File: src/hw/ute_cfg.svh
// register offsets, field positions, reset values and counts of the task/event block
// assumes a 12-bit byte address on the plain register port
`ifndef UTE_CFG_SVH
`define UTE_CFG_SVH
`define UTE_OFS_RX_STOP 12'h004
`define UTE_OFS_TX_START 12'h008
`define UTE_OFS_TX_STOP 12'h00C
`define UTE_OFS_RX_DRAIN 12'h02C
`define UTE_OFS_EV_PERMIT 12'h100
`define UTE_OFS_EV_FORBID 12'h104
`define UTE_OFS_EV_BYTE 12'h108
`define UTE_OFS_EV_FULL 12'h110
`define UTE_OFS_IRQ_STAT 12'h600
`define UTE_OFS_IRQ_CLR 12'h604
`define UTE_OFS_IRQ_EN 12'h608
`define UTE_OFS_MAXCNT 12'h60C
`define UTE_OFS_AMOUNT 12'h610
`define UTE_OFS_STATE 12'h614
`define UTE_BIT_TRIG 0
`define UTE_EV_PERMIT 0
`define UTE_EV_FORBID 1
`define UTE_EV_BYTE 2
`define UTE_EV_FULL 3
`define UTE_RST_MAXCNT 8'h10
`define UTE_RST_ZERO 32'h0000_0000
`endif

File: src/hw/ute_pkg.sv
// types shared by the task/event block and its helpers
package ute_pkg;
  typedef enum logic [2:0] {
    UTE_RX_IDLE = 3'b001,
    UTE_RX_RUN = 3'b010,
    UTE_RX_DRAIN = 3'b100
  } ute_rx_state_t;
  typedef logic [3:0] ute_events_t;
endpackage

File: src/hw/ute_regs.sv
// task triggers, event flags and receive-to-memory path of a serial port
// assumes a plain register port (read data one cycle after the read strobe)
// and a byte-capture front end delivering rx_byte_valid_i pulses
//
// The strobed register port was decided locally.
`timescale 1ns/100ps
`include "ute_cfg.svh"

// Overview of operation
// - drain trigger moves remaining receive FIFO bytes into the memory buffer
// - send-permit line going low sets the send-permitted event flag
// - send-permit line going high sets the send-forbidden event flag
// - captured character sets byte-received flag, possibly before memory write
// - memory buffer filled with the maximum byte count sets buffer-full flag
module ute_regs
  import ute_pkg::*;
#(
  parameter int FIFO_DEPTH = 4,
  parameter int CNT_W = 8
) (
  // clock and reset
  input wire logic ref_clk_i,
  input wire logic rst_i,
  // register port
  input wire logic [11:0] addr_i,
  input wire logic [31:0] wdata_i,
  input wire logic wr_i,
  input wire logic rd_i,
  output logic [31:0] rdata_o,
  // serial side
  input wire logic cts_n_i,
  input wire logic rx_byte_valid_i,
  input wire logic [7:0] rx_byte_i,
  output logic rx_byte_ready_o,
  // receive memory write port
  output logic mem_we_o,
  output logic [CNT_W-1:0] mem_addr_o,
  output logic [7:0] mem_wdata_o,
  // task pulses toward the transmitter/receiver, and the receiver running level
  output logic rx_stop_o,
  output logic tx_start_o,
  output logic tx_stop_o,
  output logic rx_running_o,
  // interrupt
  output logic irq_o
);
  typedef struct packed {
    ute_rx_state_t rx_state;
    logic cts_prev;
    ute_events_t ev;
    ute_events_t irq_stat;
    ute_events_t irq_en;
    logic [CNT_W-1:0] maxcnt;
    logic [CNT_W-1:0] amount;
    logic [31:0] rdata;
    logic rx_stop;
    logic tx_start;
    logic tx_stop;
    logic mem_we;
    logic [CNT_W-1:0] mem_addr;
    logic [7:0] mem_wdata;
  } ute_state_t;

  ute_state_t st_ff;
  ute_state_t nxt_st;
  logic cts_sync;
  logic fifo_out_valid;
  logic [7:0] fifo_out_data;
  logic fifo_pop;
  logic buf_room;
  ute_events_t ev_set;
  ute_events_t ev_wclr;

  ute_sync u_cts_sync (
    .ref_clk_i(ref_clk_i),
    .rst_i(rst_i),
    .async_i(cts_n_i),
    .sync_o(cts_sync)
  );

  // stalls the byte-capture front end when full
  ute_fifo #(.WIDTH(8), .DEPTH(FIFO_DEPTH)) u_rx_fifo (
    .ref_clk_i(ref_clk_i),
    .rst_i(rst_i),
    .in_valid_i(rx_byte_valid_i),
    .in_data_i(rx_byte_i),
    .in_ready_o(rx_byte_ready_o),
    .out_valid_o(fifo_out_valid),
    .out_data_o(fifo_out_data),
    .out_ready_i(fifo_pop)
  );

  function automatic logic wr_hit(input logic [11:0] ofs);
    wr_hit = wr_i && (addr_i == ofs);
  endfunction

  function automatic logic fire(input logic [11:0] ofs);
    fire = wr_hit(ofs) && wdata_i[`UTE_BIT_TRIG];
  endfunction

  // bytes reach memory only while the receiver runs or drains, and room remains
  assign buf_room = (st_ff.amount != st_ff.maxcnt);
  assign fifo_pop = fifo_out_valid && buf_room &&
                    (st_ff.rx_state != UTE_RX_IDLE);

  always_comb begin
    ev_set = '0;
    ev_set[`UTE_EV_PERMIT] = st_ff.cts_prev && !cts_sync;
    ev_set[`UTE_EV_FORBID] = !st_ff.cts_prev && cts_sync;
    ev_set[`UTE_EV_BYTE] = rx_byte_valid_i && rx_byte_ready_o;
    ev_set[`UTE_EV_FULL] = fifo_pop &&
      (st_ff.amount == CNT_W'(st_ff.maxcnt - 1'b1));
    ev_wclr = '0;
    ev_wclr[`UTE_EV_PERMIT] = wr_hit(`UTE_OFS_EV_PERMIT) && !wdata_i[`UTE_BIT_TRIG];
    ev_wclr[`UTE_EV_FORBID] = wr_hit(`UTE_OFS_EV_FORBID) && !wdata_i[`UTE_BIT_TRIG];
    ev_wclr[`UTE_EV_BYTE] = wr_hit(`UTE_OFS_EV_BYTE) && !wdata_i[`UTE_BIT_TRIG];
    ev_wclr[`UTE_EV_FULL] = wr_hit(`UTE_OFS_EV_FULL) && !wdata_i[`UTE_BIT_TRIG];
  end

  always_comb begin
    nxt_st = st_ff;
    nxt_st.cts_prev = cts_sync;
    // trigger pulses last one cycle; a zero write leaves them low
    nxt_st.rx_stop = fire(`UTE_OFS_RX_STOP);
    nxt_st.tx_start = fire(`UTE_OFS_TX_START);
    nxt_st.tx_stop = fire(`UTE_OFS_TX_STOP);
    nxt_st.mem_we = fifo_pop;
    if (fifo_pop) begin
      nxt_st.mem_addr = st_ff.amount;
      nxt_st.mem_wdata = fifo_out_data;
      nxt_st.amount = CNT_W'(st_ff.amount + 1'b1);
    end
    // set wins over clear, both for event registers and interrupt status
    nxt_st.ev = (st_ff.ev & ~ev_wclr) | ev_set;
    if (wr_hit(`UTE_OFS_EV_PERMIT) && wdata_i[`UTE_BIT_TRIG]) begin
      nxt_st.ev[`UTE_EV_PERMIT] = 1'b1;
    end
    if (wr_hit(`UTE_OFS_IRQ_CLR)) begin
      nxt_st.irq_stat = (st_ff.irq_stat & ~wdata_i[3:0]) | ev_set;
    end else begin
      nxt_st.irq_stat = st_ff.irq_stat | ev_set;
    end
    if (wr_hit(`UTE_OFS_IRQ_EN)) begin
      nxt_st.irq_en = wdata_i[3:0];
    end
    if (wr_hit(`UTE_OFS_MAXCNT)) begin
      nxt_st.maxcnt = wdata_i[CNT_W-1:0];
    end
    case (st_ff.rx_state)
      UTE_RX_IDLE: begin
        // new buffer: reception restarts from the first byte
        if (wr_hit(`UTE_OFS_AMOUNT)) begin
          nxt_st.amount = '0;
          nxt_st.rx_state = UTE_RX_RUN;
        end else if (fire(`UTE_OFS_RX_DRAIN)) begin
          nxt_st.rx_state = UTE_RX_DRAIN;
        end
      end
      UTE_RX_RUN: begin
        if (fire(`UTE_OFS_RX_STOP) || ev_set[`UTE_EV_FULL]) begin
          nxt_st.rx_state = UTE_RX_IDLE;
        end else if (fire(`UTE_OFS_RX_DRAIN)) begin
          nxt_st.rx_state = UTE_RX_DRAIN;
        end
      end
      UTE_RX_DRAIN: begin
        // drain ends when FIFO empties or the buffer fills
        if (!fifo_out_valid || (fifo_pop && !fifo_out_valid) || ev_set[`UTE_EV_FULL] ||
            !buf_room) begin
          nxt_st.rx_state = UTE_RX_IDLE;
        end
      end
      default: nxt_st.rx_state = UTE_RX_IDLE;
    endcase
    nxt_st.rdata = '0;
    if (rd_i) begin
      case (addr_i)
        `UTE_OFS_EV_PERMIT: nxt_st.rdata = {31'h0, st_ff.ev[`UTE_EV_PERMIT]};
        `UTE_OFS_EV_FORBID: nxt_st.rdata = {31'h0, st_ff.ev[`UTE_EV_FORBID]};
        `UTE_OFS_EV_BYTE: nxt_st.rdata = {31'h0, st_ff.ev[`UTE_EV_BYTE]};
        `UTE_OFS_EV_FULL: nxt_st.rdata = {31'h0, st_ff.ev[`UTE_EV_FULL]};
        `UTE_OFS_IRQ_STAT: nxt_st.rdata = {28'h0, st_ff.irq_stat};
        `UTE_OFS_IRQ_EN: nxt_st.rdata = {28'h0, st_ff.irq_en};
        `UTE_OFS_MAXCNT: nxt_st.rdata = 32'(st_ff.maxcnt);
        `UTE_OFS_AMOUNT: nxt_st.rdata = 32'(st_ff.amount);
        `UTE_OFS_STATE: nxt_st.rdata = {29'h0, st_ff.rx_state};
        default: nxt_st.rdata = `UTE_RST_ZERO;
      endcase
    end
  end

  always_ff @(posedge ref_clk_i or posedge rst_i) begin
    if (rst_i) begin
      st_ff <= '0;
      st_ff.rx_state <= UTE_RX_IDLE;
      st_ff.cts_prev <= 1'b1;
      st_ff.maxcnt <= `UTE_RST_MAXCNT;
    end else begin
      st_ff <= nxt_st;
    end
  end

  assign rdata_o = st_ff.rdata;
  assign mem_we_o = st_ff.mem_we;
  assign mem_addr_o = st_ff.mem_addr;
  assign mem_wdata_o = st_ff.mem_wdata;
  assign rx_stop_o = st_ff.rx_stop;
  assign tx_start_o = st_ff.tx_start;
  assign tx_stop_o = st_ff.tx_stop;
  assign rx_running_o = (st_ff.rx_state == UTE_RX_RUN);
  assign irq_o = |(st_ff.irq_stat & st_ff.irq_en);
endmodule

File: src/hw/ute_sync.sv
// two-flop synchroniser for a level from a pin
// assumes the input is asynchronous to ref_clk_i
`timescale 1ns/100ps
module ute_sync (
  // clock and reset
  input wire logic ref_clk_i,
  input wire logic rst_i,
  // level
  input wire logic async_i,
  output logic sync_o
);
  typedef struct packed {
    logic meta;
    logic sync;
  } ute_sync_state_t;
  ute_sync_state_t st_ff;
  ute_sync_state_t nxt_st;
  always_comb begin
    nxt_st.meta = async_i;
    nxt_st.sync = st_ff.meta;
  end
  // reset high: the send-permit line idles high (forbidden)
  always_ff @(posedge ref_clk_i or posedge rst_i) begin
    if (rst_i) begin
      st_ff <= 2'b11;
    end else begin
      st_ff <= nxt_st;
    end
  end
  assign sync_o = st_ff.sync;
endmodule

File: src/hw/ute_fifo.sv
// small receive FIFO in flip-flops, valid/ready on both sides
// assumes one clock; push and pop may coincide
`timescale 1ns/100ps
module ute_fifo #(
  parameter int WIDTH = 8,
  parameter int DEPTH = 4
) (
  // clock and reset
  input wire logic ref_clk_i,
  input wire logic rst_i,
  // fill side
  input wire logic in_valid_i,
  input wire logic [WIDTH-1:0] in_data_i,
  output logic in_ready_o,
  // drain side
  output logic out_valid_o,
  output logic [WIDTH-1:0] out_data_o,
  input wire logic out_ready_i
);
  localparam int AW = $clog2(DEPTH);
  typedef struct packed {
    logic [DEPTH-1:0][WIDTH-1:0] mem;
    logic [AW-1:0] wr;
    logic [AW-1:0] rd;
    logic [AW:0] cnt;
  } ute_fifo_state_t;
  ute_fifo_state_t st_ff;
  ute_fifo_state_t nxt_st;
  logic push;
  logic pop;
  function automatic logic [AW-1:0] ute_inc(input logic [AW-1:0] p);
    ute_inc = (p == AW'(DEPTH - 1)) ? '0 : AW'(p + 1'b1);
  endfunction
  assign in_ready_o = (st_ff.cnt != (AW+1)'(DEPTH));
  assign out_valid_o = (st_ff.cnt != '0);
  assign out_data_o = st_ff.mem[st_ff.rd];
  assign push = in_valid_i && in_ready_o;
  assign pop = out_valid_o && out_ready_i;
  always_comb begin
    nxt_st = st_ff;
    if (push) begin
      nxt_st.mem[st_ff.wr] = in_data_i;
      nxt_st.wr = ute_inc(st_ff.wr);
    end
    if (pop) begin
      nxt_st.rd = ute_inc(st_ff.rd);
    end
    nxt_st.cnt = (AW+1)'(st_ff.cnt + {{AW{1'b0}}, push} - {{AW{1'b0}}, pop});
  end
  always_ff @(posedge ref_clk_i or posedge rst_i) begin
    if (rst_i) begin
      st_ff <= '0;
    end else begin
      st_ff <= nxt_st;
    end
  end
endmodule

File: config.mk
export PLATFORM = sky130hd
export DESIGN_NAME = ute_regs
export DESIGN_NICKNAME = d
export VERILOG_FILES = /design/src/hw/ute_pkg.sv /design/src/hw/ute_regs.sv /design/src/hw/ute_sync.sv /design/src/hw/ute_fifo.sv
export VERILOG_INCLUDE_DIRS = /design/src /design/src/hw
export SDC_FILE = /design/constraint.sdc
export NUM_CORES = 1
export LEC_CHECK = 0
export BUFFER_PORTS_ARGS = -buffer_cell sky130_fd_sc_hd__buf_2
export CAP_MARGIN = 20
export CORE_ASPECT_RATIO = 1.4
export CORE_MARGIN = 2
export CORE_UTILIZATION = 50
export CTS_CLUSTER_DIAMETER = 50
export DETAILED_ROUTE_END_ITERATION = 12
export GPL_ROUTABILITY_DRIVEN = 0
export PLACE_DENSITY_LB_ADDON = 0.2
export SYNTH_ARGS = -nofsm -noshare
export SYNTH_HDL_FRONTEND = slang
export SYNTH_HIERARCHICAL = 1
export SYNTH_SLANG_ARGS = --single-unit
export TNS_END_PERCENT = 100
File: constraint.sdc
create_clock -name ref_clk_i -period 3.1 [get_ports ref_clk_i]
set_input_delay 0.62 -clock ref_clk_i [delete_from_list [all_inputs] [get_ports ref_clk_i]]
set_output_delay 0.62 -clock ref_clk_i [all_outputs]
set_load 0.005 [all_outputs]
==> results of run 1 <==
## cell type report
type | count | area [um^2]
clock buffers | 12 | 256.5
clock inverters | 3 | 43.79
fillers | 924 | 4795
inverters | 20 | 75.07
multi-input cells | 297 | 2449
flip-flops and latches | 101 | 2534
well taps | 141 | 176.4
repair buffers | 78 | 425.4
## power by group
group / internal [mW] / switching [mW]
Sequential: 1.60 / 0.186
Clock: 0.667 / 0.471
Combinational: 0.610 / 0.340
Total: 2.88 / 0.997
## synthesized netlist by cell type, types with 2 or more instances
library cell	count
sky130_fd_sc_hd__dfrtp_1	96
sky130_fd_sc_hd__buf_4	48
sky130_fd_sc_hd__nand2_1	33
sky130_fd_sc_hd__mux2_4	32
sky130_fd_sc_hd__mux2_2	25
sky130_fd_sc_hd__nor2_1	22
sky130_fd_sc_hd__o21ai_0	21
sky130_fd_sc_hd__inv_1	20
sky130_fd_sc_hd__a22oi_1	13
sky130_fd_sc_hd__ha_1	9
sky130_fd_sc_hd__clkbuf_1	8
sky130_fd_sc_hd__mux4_2	8
sky130_fd_sc_hd__xnor2_1	8
sky130_fd_sc_hd__xor2_1	8
sky130_fd_sc_hd__mux2i_1	7
sky130_fd_sc_hd__buf_6	6
sky130_fd_sc_hd__nor4_1	6
sky130_fd_sc_hd__or3_1	6
sky130_fd_sc_hd__a21oi_1	5
sky130_fd_sc_hd__dfstp_2	5
sky130_fd_sc_hd__or4b_2	5
sky130_fd_sc_hd__and3_4	4
sky130_fd_sc_hd__buf_2	4
sky130_fd_sc_hd__nand3_1	4
sky130_fd_sc_hd__nand4_1	4
sky130_fd_sc_hd__or2_2	4
sky130_fd_sc_hd__a31oi_1	3
sky130_fd_sc_hd__and3_1	3
sky130_fd_sc_hd__nand2b_1	3
sky130_fd_sc_hd__nor3_1	3
sky130_fd_sc_hd__nand3b_1	2
sky130_fd_sc_hd__nand4bb_1	2
sky130_fd_sc_hd__nor3b_1	2
sky130_fd_sc_hd__o211ai_1	2
sky130_fd_sc_hd__o31a_1	2
sky130_fd_sc_hd__o31ai_1	2
sky130_fd_sc_hd__or3b_1	2
sky130_fd_sc_hd__or4_1	2
## path summary, 6_finish.rpt
kind	start	to	slack [ps]	cells past startpoint
hold / removal	rst_i	st_ff[53]	300	2
setup / recovery	st_ff[64]	u_rx_fifo/st_ff[2]	380	12
setup reg to reg	st_ff[64]	u_rx_fifo/st_ff[2]	380	12
min in group ref_clk_i	u_cts_sync/nxt_st[0]	u_cts_sync/sync_o	360	0
hold reg to reg	u_cts_sync/nxt_st[0]	u_cts_sync/sync_o	360	0
max in group asynchronous	rst_i	st_ff[64]	2100	3
## cells by family (layout without fill, tap and decap cells)
kind of cell	after synthesis	count (layout)	synth area share, %
multiplexers	72	72	18.58
buffers and inverters	87	113	10.22
flip-flops	101	101	46.50
AO/OA/AOI/OAI	57	57	6.912
adder cells (fa/ha/maj)	10	10	2.434
XOR/XNOR	16	16	2.572
AND/OR/NAND/NOR	118	118	12.72
other	1	24	0.06882
## worst max-delay path: stages, from the launching register on
cell	delay, ps
sky130_fd_sc_hd__dfstp_2	590
sky130_fd_sc_hd__xor2_1	130
sky130_fd_sc_hd__nor4_1	310
sky130_fd_sc_hd__buf_4	190
sky130_fd_sc_hd__a21oi_2	60
sky130_fd_sc_hd__nand2_1	110
sky130_fd_sc_hd__inv_1	60
sky130_fd_sc_hd__ha_1	260
sky130_fd_sc_hd__inv_1	40
sky130_fd_sc_hd__ha_1	180
sky130_fd_sc_hd__fa_1	370
sky130_fd_sc_hd__xor2_1	200
sky130_fd_sc_hd__xnor2_1	140
## routing by layer
| metal | vias to the layer above | GRT usage (%) | routed length, um |
|---|---|---|---|
| met4 | 0 | 6.497 | 132 |
| met1 | 1780 | 24.04 | 4444 |
| met2 | 93 | 34.34 | 5887 |
| met3 | 13 | 3.774 | 453 |
| li1 | 1644 | - | - |
| met5 | - | 0 | 0 |
## registers in the layout, indices dropped and copies added (netlist names)
signal and flops:
mem_addr_o 8, rx_stop_o 1, mem_wdata_o 8, tx_stop_o 1, u_rx_fifo/st_ff 39, mem_we_o 1
tx_start_o 1, rdata_o 8, u_cts_sync/sync_o 1, u_cts_sync/nxt_st 1, st_ff 32
## through the flow
stage,hold slack (ps),util [%],instances,area (um^2),setup slack (ps)
2_1_floorplan,345.2,-,485,5535,199.8
3_3_place_gp,348.8,52.62,637,5659,384.3
3_5_place_dp,353.9,52.62,637,5659,365.8
4_1_cts,317.1,55.42,652,5959,385.4
5_1_grt,330.9,55.42,652,5959,159.3
6_report,303.6,55.42,652,5959,384.7
==> metrics.md, run 1 <==
| Metric | Value |
|---|---|
| Async S/R FF share, synth | 100.0% |
| Fraction of the yosys area taken by sequential cells | 46.50% |
| Via count of the first global-routing pass | 3,556 |
| Router iterations before antenna repair | 5 |
| Worst clock skew | roughly 14 ps |
| Post-route minimum period | ~2700 ps |
| Maximum frequency from static timing analysis | roughly 370 MHz |
| Unrepaired setup endpoints after global routing | no |
| Actual transition at the worst max-transition pin | about 600 ps |
| Die Outline Area | 11,760 um^2 |
| Rows | 45 |
| Post-DP HPWL | ~8000 um |
| Total via count after detailed routing | 3,530 |
| Aggregate global routing overflow | 0 |
| Outcome | finished clean |
| Final hold violation count | 0 |
| Total core area | 10,750 um^2 |
| Worst voltage drop across the vdd grid | about 0.50 mV |
| Leakage dissipation | between 2 and 3 nW |
| Power per cell area | between 600 and 700 nW/um^2 |
| Most common cell after layout, fill and taps aside | sky130_fd_sc_hd__dfrtp_1 |
| Resized cells post-CTS | 0 |
| YS warnings | 6 |
| Largest net degree at the start of global routing | 40 |
| Die boundary width | roughly 92 um |
| Capturing element type of the critical path | register |
| Drt total wl | approximately 11,000 um |
| Worst-path clk slew | about 70 ps |
| Drt wl/cell | 16.74 um |
| Count of antenna-violating nets left after detailed routing | 0 |
| Period utilisation layout | just under 90% |
| Per-cell via count in the routed design | 5.414 |
| Initial Util | around half |
| # setup viols final | 0 |
| Die Height | ~130 um |
| Net count reported at finish | ~580 |
| Antenna fix cells | 0 |
| Total GRT Usage | 19.50% |
| Wire length of the first global-routing pass | 18,040 um |
| Post-Syn Instances | around 460 |
| Root buf cell | sky130_fd_sc_hd__clkbuf_16 |
| Area contributors post-synth | sky130_fd_sc_hd__dfrtp_1, sky130_fd_sc_hd__mux2_4, sky130_fd_sc_hd__buf_4 |
| Share of post-route cells with drive strength above 1 | 36.20% |
| Cell type contributing the most total cell area after synthesis | sky130_fd_sc_hd__dfrtp_1 |
| Max Cap Viol | 0 |
| Commonest cells after routing, fill and taps aside | sky130_fd_sc_hd__dfrtp_1, sky130_fd_sc_hd__buf_2, sky130_fd_sc_hd__nand2_1, sky130_fd_sc_hd__mux2_4, sky130_fd_sc_hd__mux2_2 |
| Number of clock sinks | 101 |
| Sum of negative setup slack | 0 ps |
| Critical path class | reg -> reg |
| Worst min path class | in -> async |
| Share of Yosys cell area claimed by the top area cell type | between 40 and 50% |
| CTS Hold Bufs | 0 |
| TritonCTS Buffers | 9 |
| Number of storage elements in the synthesis netlist | about 100 |
| Number of port buffers | 64 |
| Worst skew pair latency | about 350 ps |
| Final total power | 3.879 mW |
| Setup Buffers After CTS | 0 |
| Number of unique standard cell types used by synthesis | 61 |
| Layout overhead on the synthesized area | 9.369% |
| Number of I/O pins | 113 |
| Data arrival time of the worst path | roughly 3000 ps |
| CP Data Required Time | around 3400 ps |
| Antenna violations before repair | 0 |
| Clock Path Buffers | 2 |
| Synthesized area per cell | approximately 12 um^2 |
| Max Slew Vio Count | 0 |
| Crit-path max FO | 6 |
| Number of remaining DRC errors | 0 |
| Startpoint Class | register |
| Clock tree from TritonCTS | yes |
| Netlist Area Pre-Place | 5449 um^2 |
| Main synth FF type | sky130_fd_sc_hd__dfrtp_1 |
| Normalized max-slew margin | 59.14% |
| Drt initial violations | between 100 and 150 |
| H-tree levels | 3 |
| EDFF count, synth | 0 |
(Power assumes the default switching activity.)
==> run 2: changes to the inputs <==
clock period = 2.77 ns   (was 3.1 ns; I/O delays follow)
==> run 2 against run 1 <==
  * Final area up 1.3%
  * Clock skew is 8.4 ps lower
  * Global-route usage is 0.45 points higher
  * Fmax up 3.4%
  * Register-to-register slack lost 240 ps
  * Sequential power up 12%
  * First-iteration DRC count rose by 20%
  * Cell count is 1.1% higher
  * Clock-buffer cell count unchanged
  * Utilization rose by 0.71 points
  * Worst hold slack worse by 160 ps
  * Sequential share of layout area shrank 0.54 points
  * Largest cell class unchanged
  * Largest power group unchanged
==> metrics.md, run 2 (same netlist as run 1, synthesis figures left out) <==
| Metric | Value |
|---|---|
| Outcome | finished clean |
| Router iterations before antenna repair | 4 |
| Drt initial violations | roughly 170 |
| # setup viols final | 0 |
| Top register by number of flip-flops | u_rx_fifo/st_ff |
| Largest net degree at the start of global routing | 54 |
| Final hold violation count | 0 |
| Critical R2R Launch | st_ff[81] |
| Number of clock sinks | between 100 and 150 |
| Drt total wl | around 11,000 um |
| Commonest cells after routing, fill and taps aside | sky130_fd_sc_hd__dfrtp_1, sky130_fd_sc_hd__buf_2, sky130_fd_sc_hd__nand2_1, sky130_fd_sc_hd__mux2_4, sky130_fd_sc_hd__mux2_2 |
| Largest registers | u_rx_fifo/st_ff (39), st_ff (32) |
| Final worst hold slack | roughly 140 ps |
| Power per cell area | slightly above 700 nW/um^2 |
| Cells on worst reg2reg path | 11 |
| Per-cell via count in the routed design | approximately 5.3 |
| Aggregate global routing overflow | 0 |
| Capturing element type of the critical path | register |
| Period utilisation layout | between 90% and 100% |
| Worst flop-to-flop path endpoint | u_rx_fifo/st_ff[2] |
| Maximum frequency from static timing analysis | 380.9 MHz |
| CP Data Required Time | around 3000 ps |
| Unrepaired setup endpoints after global routing | no |
| Post-layout util | 56.13% |
| Number of I/O pins | 113 |
| Data arrival time of the worst path | between 2000 and 3000 ps |
| H-tree levels | 3 |
| Final cell count without fillers | around 660 |
| Die Height | roughly 130 um |
| Total GRT Usage | 19.95% |
| Antenna violations before repair | 0 |
| Worst min path class | in -> async |
| Clock Path Buffers | 2 |
| Setup Buffers After CTS | 0 |
| Max Cap Viol | 0 |
| Final total power | 4.321 mW |
| Share of post-route cells with drive strength above 1 | approximately 37% |
| Worst clock skew | 5.424 ps |
| Worst voltage drop across the vdd grid | around 0.58 mV |
| Worst-path clk slew | around 60 ps |
| Via count of the first global-routing pass | 3,584 |
| Rows | between 40 and 50 |
| Initial Util | between 50% and 60% |
| Count of antenna-violating nets left after detailed routing | 0 |
| Number of port buffers | 64 |
| Post-DP HPWL | around 8000 um |
| Critical path class | reg -> reg |
| Most common cell after layout, fill and taps aside | sky130_fd_sc_hd__dfrtp_1 |
| Worst skew pair latency | ~340 ps |
| Layout overhead on the synthesized area | 10.77% |
| Net count reported at finish | 581 |
| Crit-path max FO | 5 |
| Normalized max-slew margin | between 50 and 60% |
| Number of remaining DRC errors | 0 |
| Flip-flop count of the largest register, all copies and words added | 39 |
| Total via count after detailed routing | 3,479 |
| Max Slew Vio Count | 0 |
| Die Outline Area | 11,760 um^2 |
| CP Launch Point | st_ff[81] |
| Actual transition at the worst max-transition pin | between 600 and 700 ps |
| R2r setup slk | 140 ps |
| Wire length of the first global-routing pass | 18,260 um |
| TritonCTS Buffers | 9 |
| Clock tree from TritonCTS | yes |
| Die boundary width | around 90 um |
| Antenna fix cells | 0 |
| Cell Count Post-Placement | between 600 and 700 |
| Startpoint Class | register |
| Sum of negative setup slack | 0 ps |
| Post-route minimum period | ~2600 ps |
| Drt wl/cell | ~17 um |
| Leakage dissipation | between 2 and 3 nW |
| Root buf cell | sky130_fd_sc_hd__clkbuf_16 |
| Total core area | between 10,000 and 15,000 um^2 |
run 2: worst max-delay path, cell delays in order, from the launching register on:
cell	delay [ps]
sky130_fd_sc_hd__dfstp_2	570
sky130_fd_sc_hd__or3b_2	490
sky130_fd_sc_hd__nand2_1	120
sky130_fd_sc_hd__a21oi_2	50
sky130_fd_sc_hd__nand2_2	90
sky130_fd_sc_hd__inv_1	50
sky130_fd_sc_hd__ha_1	260
sky130_fd_sc_hd__inv_1	40
sky130_fd_sc_hd__ha_1	190
sky130_fd_sc_hd__fa_1	380
sky130_fd_sc_hd__xor2_1	160
sky130_fd_sc_hd__xnor2_1	120
run 2: worst max path at each step:
stage	end	slack, ps
floorplan	u_rx_fifo/st_ff[2]	0.7
global placement	u_rx_fifo/st_ff[2]	140
detailed placement	u_rx_fifo/st_ff[2]	110
CTS	u_rx_fifo/st_ff[2]	110
global route	u_rx_fifo/st_ff[2]	10
finish	u_rx_fifo/st_ff[2]	140
run 2: what timing repair did:
| action | in CTS | in global routing |
|---|---|---|
| hold buffers | 0 | 0 |
| endpoints found under the setup margin | 0 | 1 |
| gates resized for setup | 0 | 3 |
run 2: stage by stage:
| stage | cell area (um^2) | setup WS [ps] |
|---|---|---|
| floorplan | 5545 | 0.7185 |
| global placement | 5715 | 140.3 |
| detailed placement | 5715 | 113.4 |
| CTS | 6010 | 108.6 |
| global route | 6036 | 13.17 |
| finish | 6036 | 144.4 |
run 2: routing by layer:
metal	GRT usage [%]	wire length, um	vias up
li1	-	-	1666
met1	24.59	4480	1717
met2	35.21	5969	82
met3	3.302	383	14
met4	7.375	184	0
met5	0	0	-
run 2: cell type report:
type                            count  area (um^2)
Fill cell                         925         4718
Sequential cell                   101         2534
Multi-Input combinational cell    297         2474
Timing Repair Buffer               84        483.0
Clock buffer                       12        246.5
Tap cell                          141        176.4
Inverter                           20        75.07
Clock inverter                      4        47.55
run 2: where the power goes:
group          total, mW  internal, mW  switching, mW  leakage, nW
sequential          2.00          1.80          0.205         1.23
combinational       1.07         0.686          0.386         1.47
clock               1.25         0.722          0.525        0.143
total               4.32          3.20           1.12         2.85
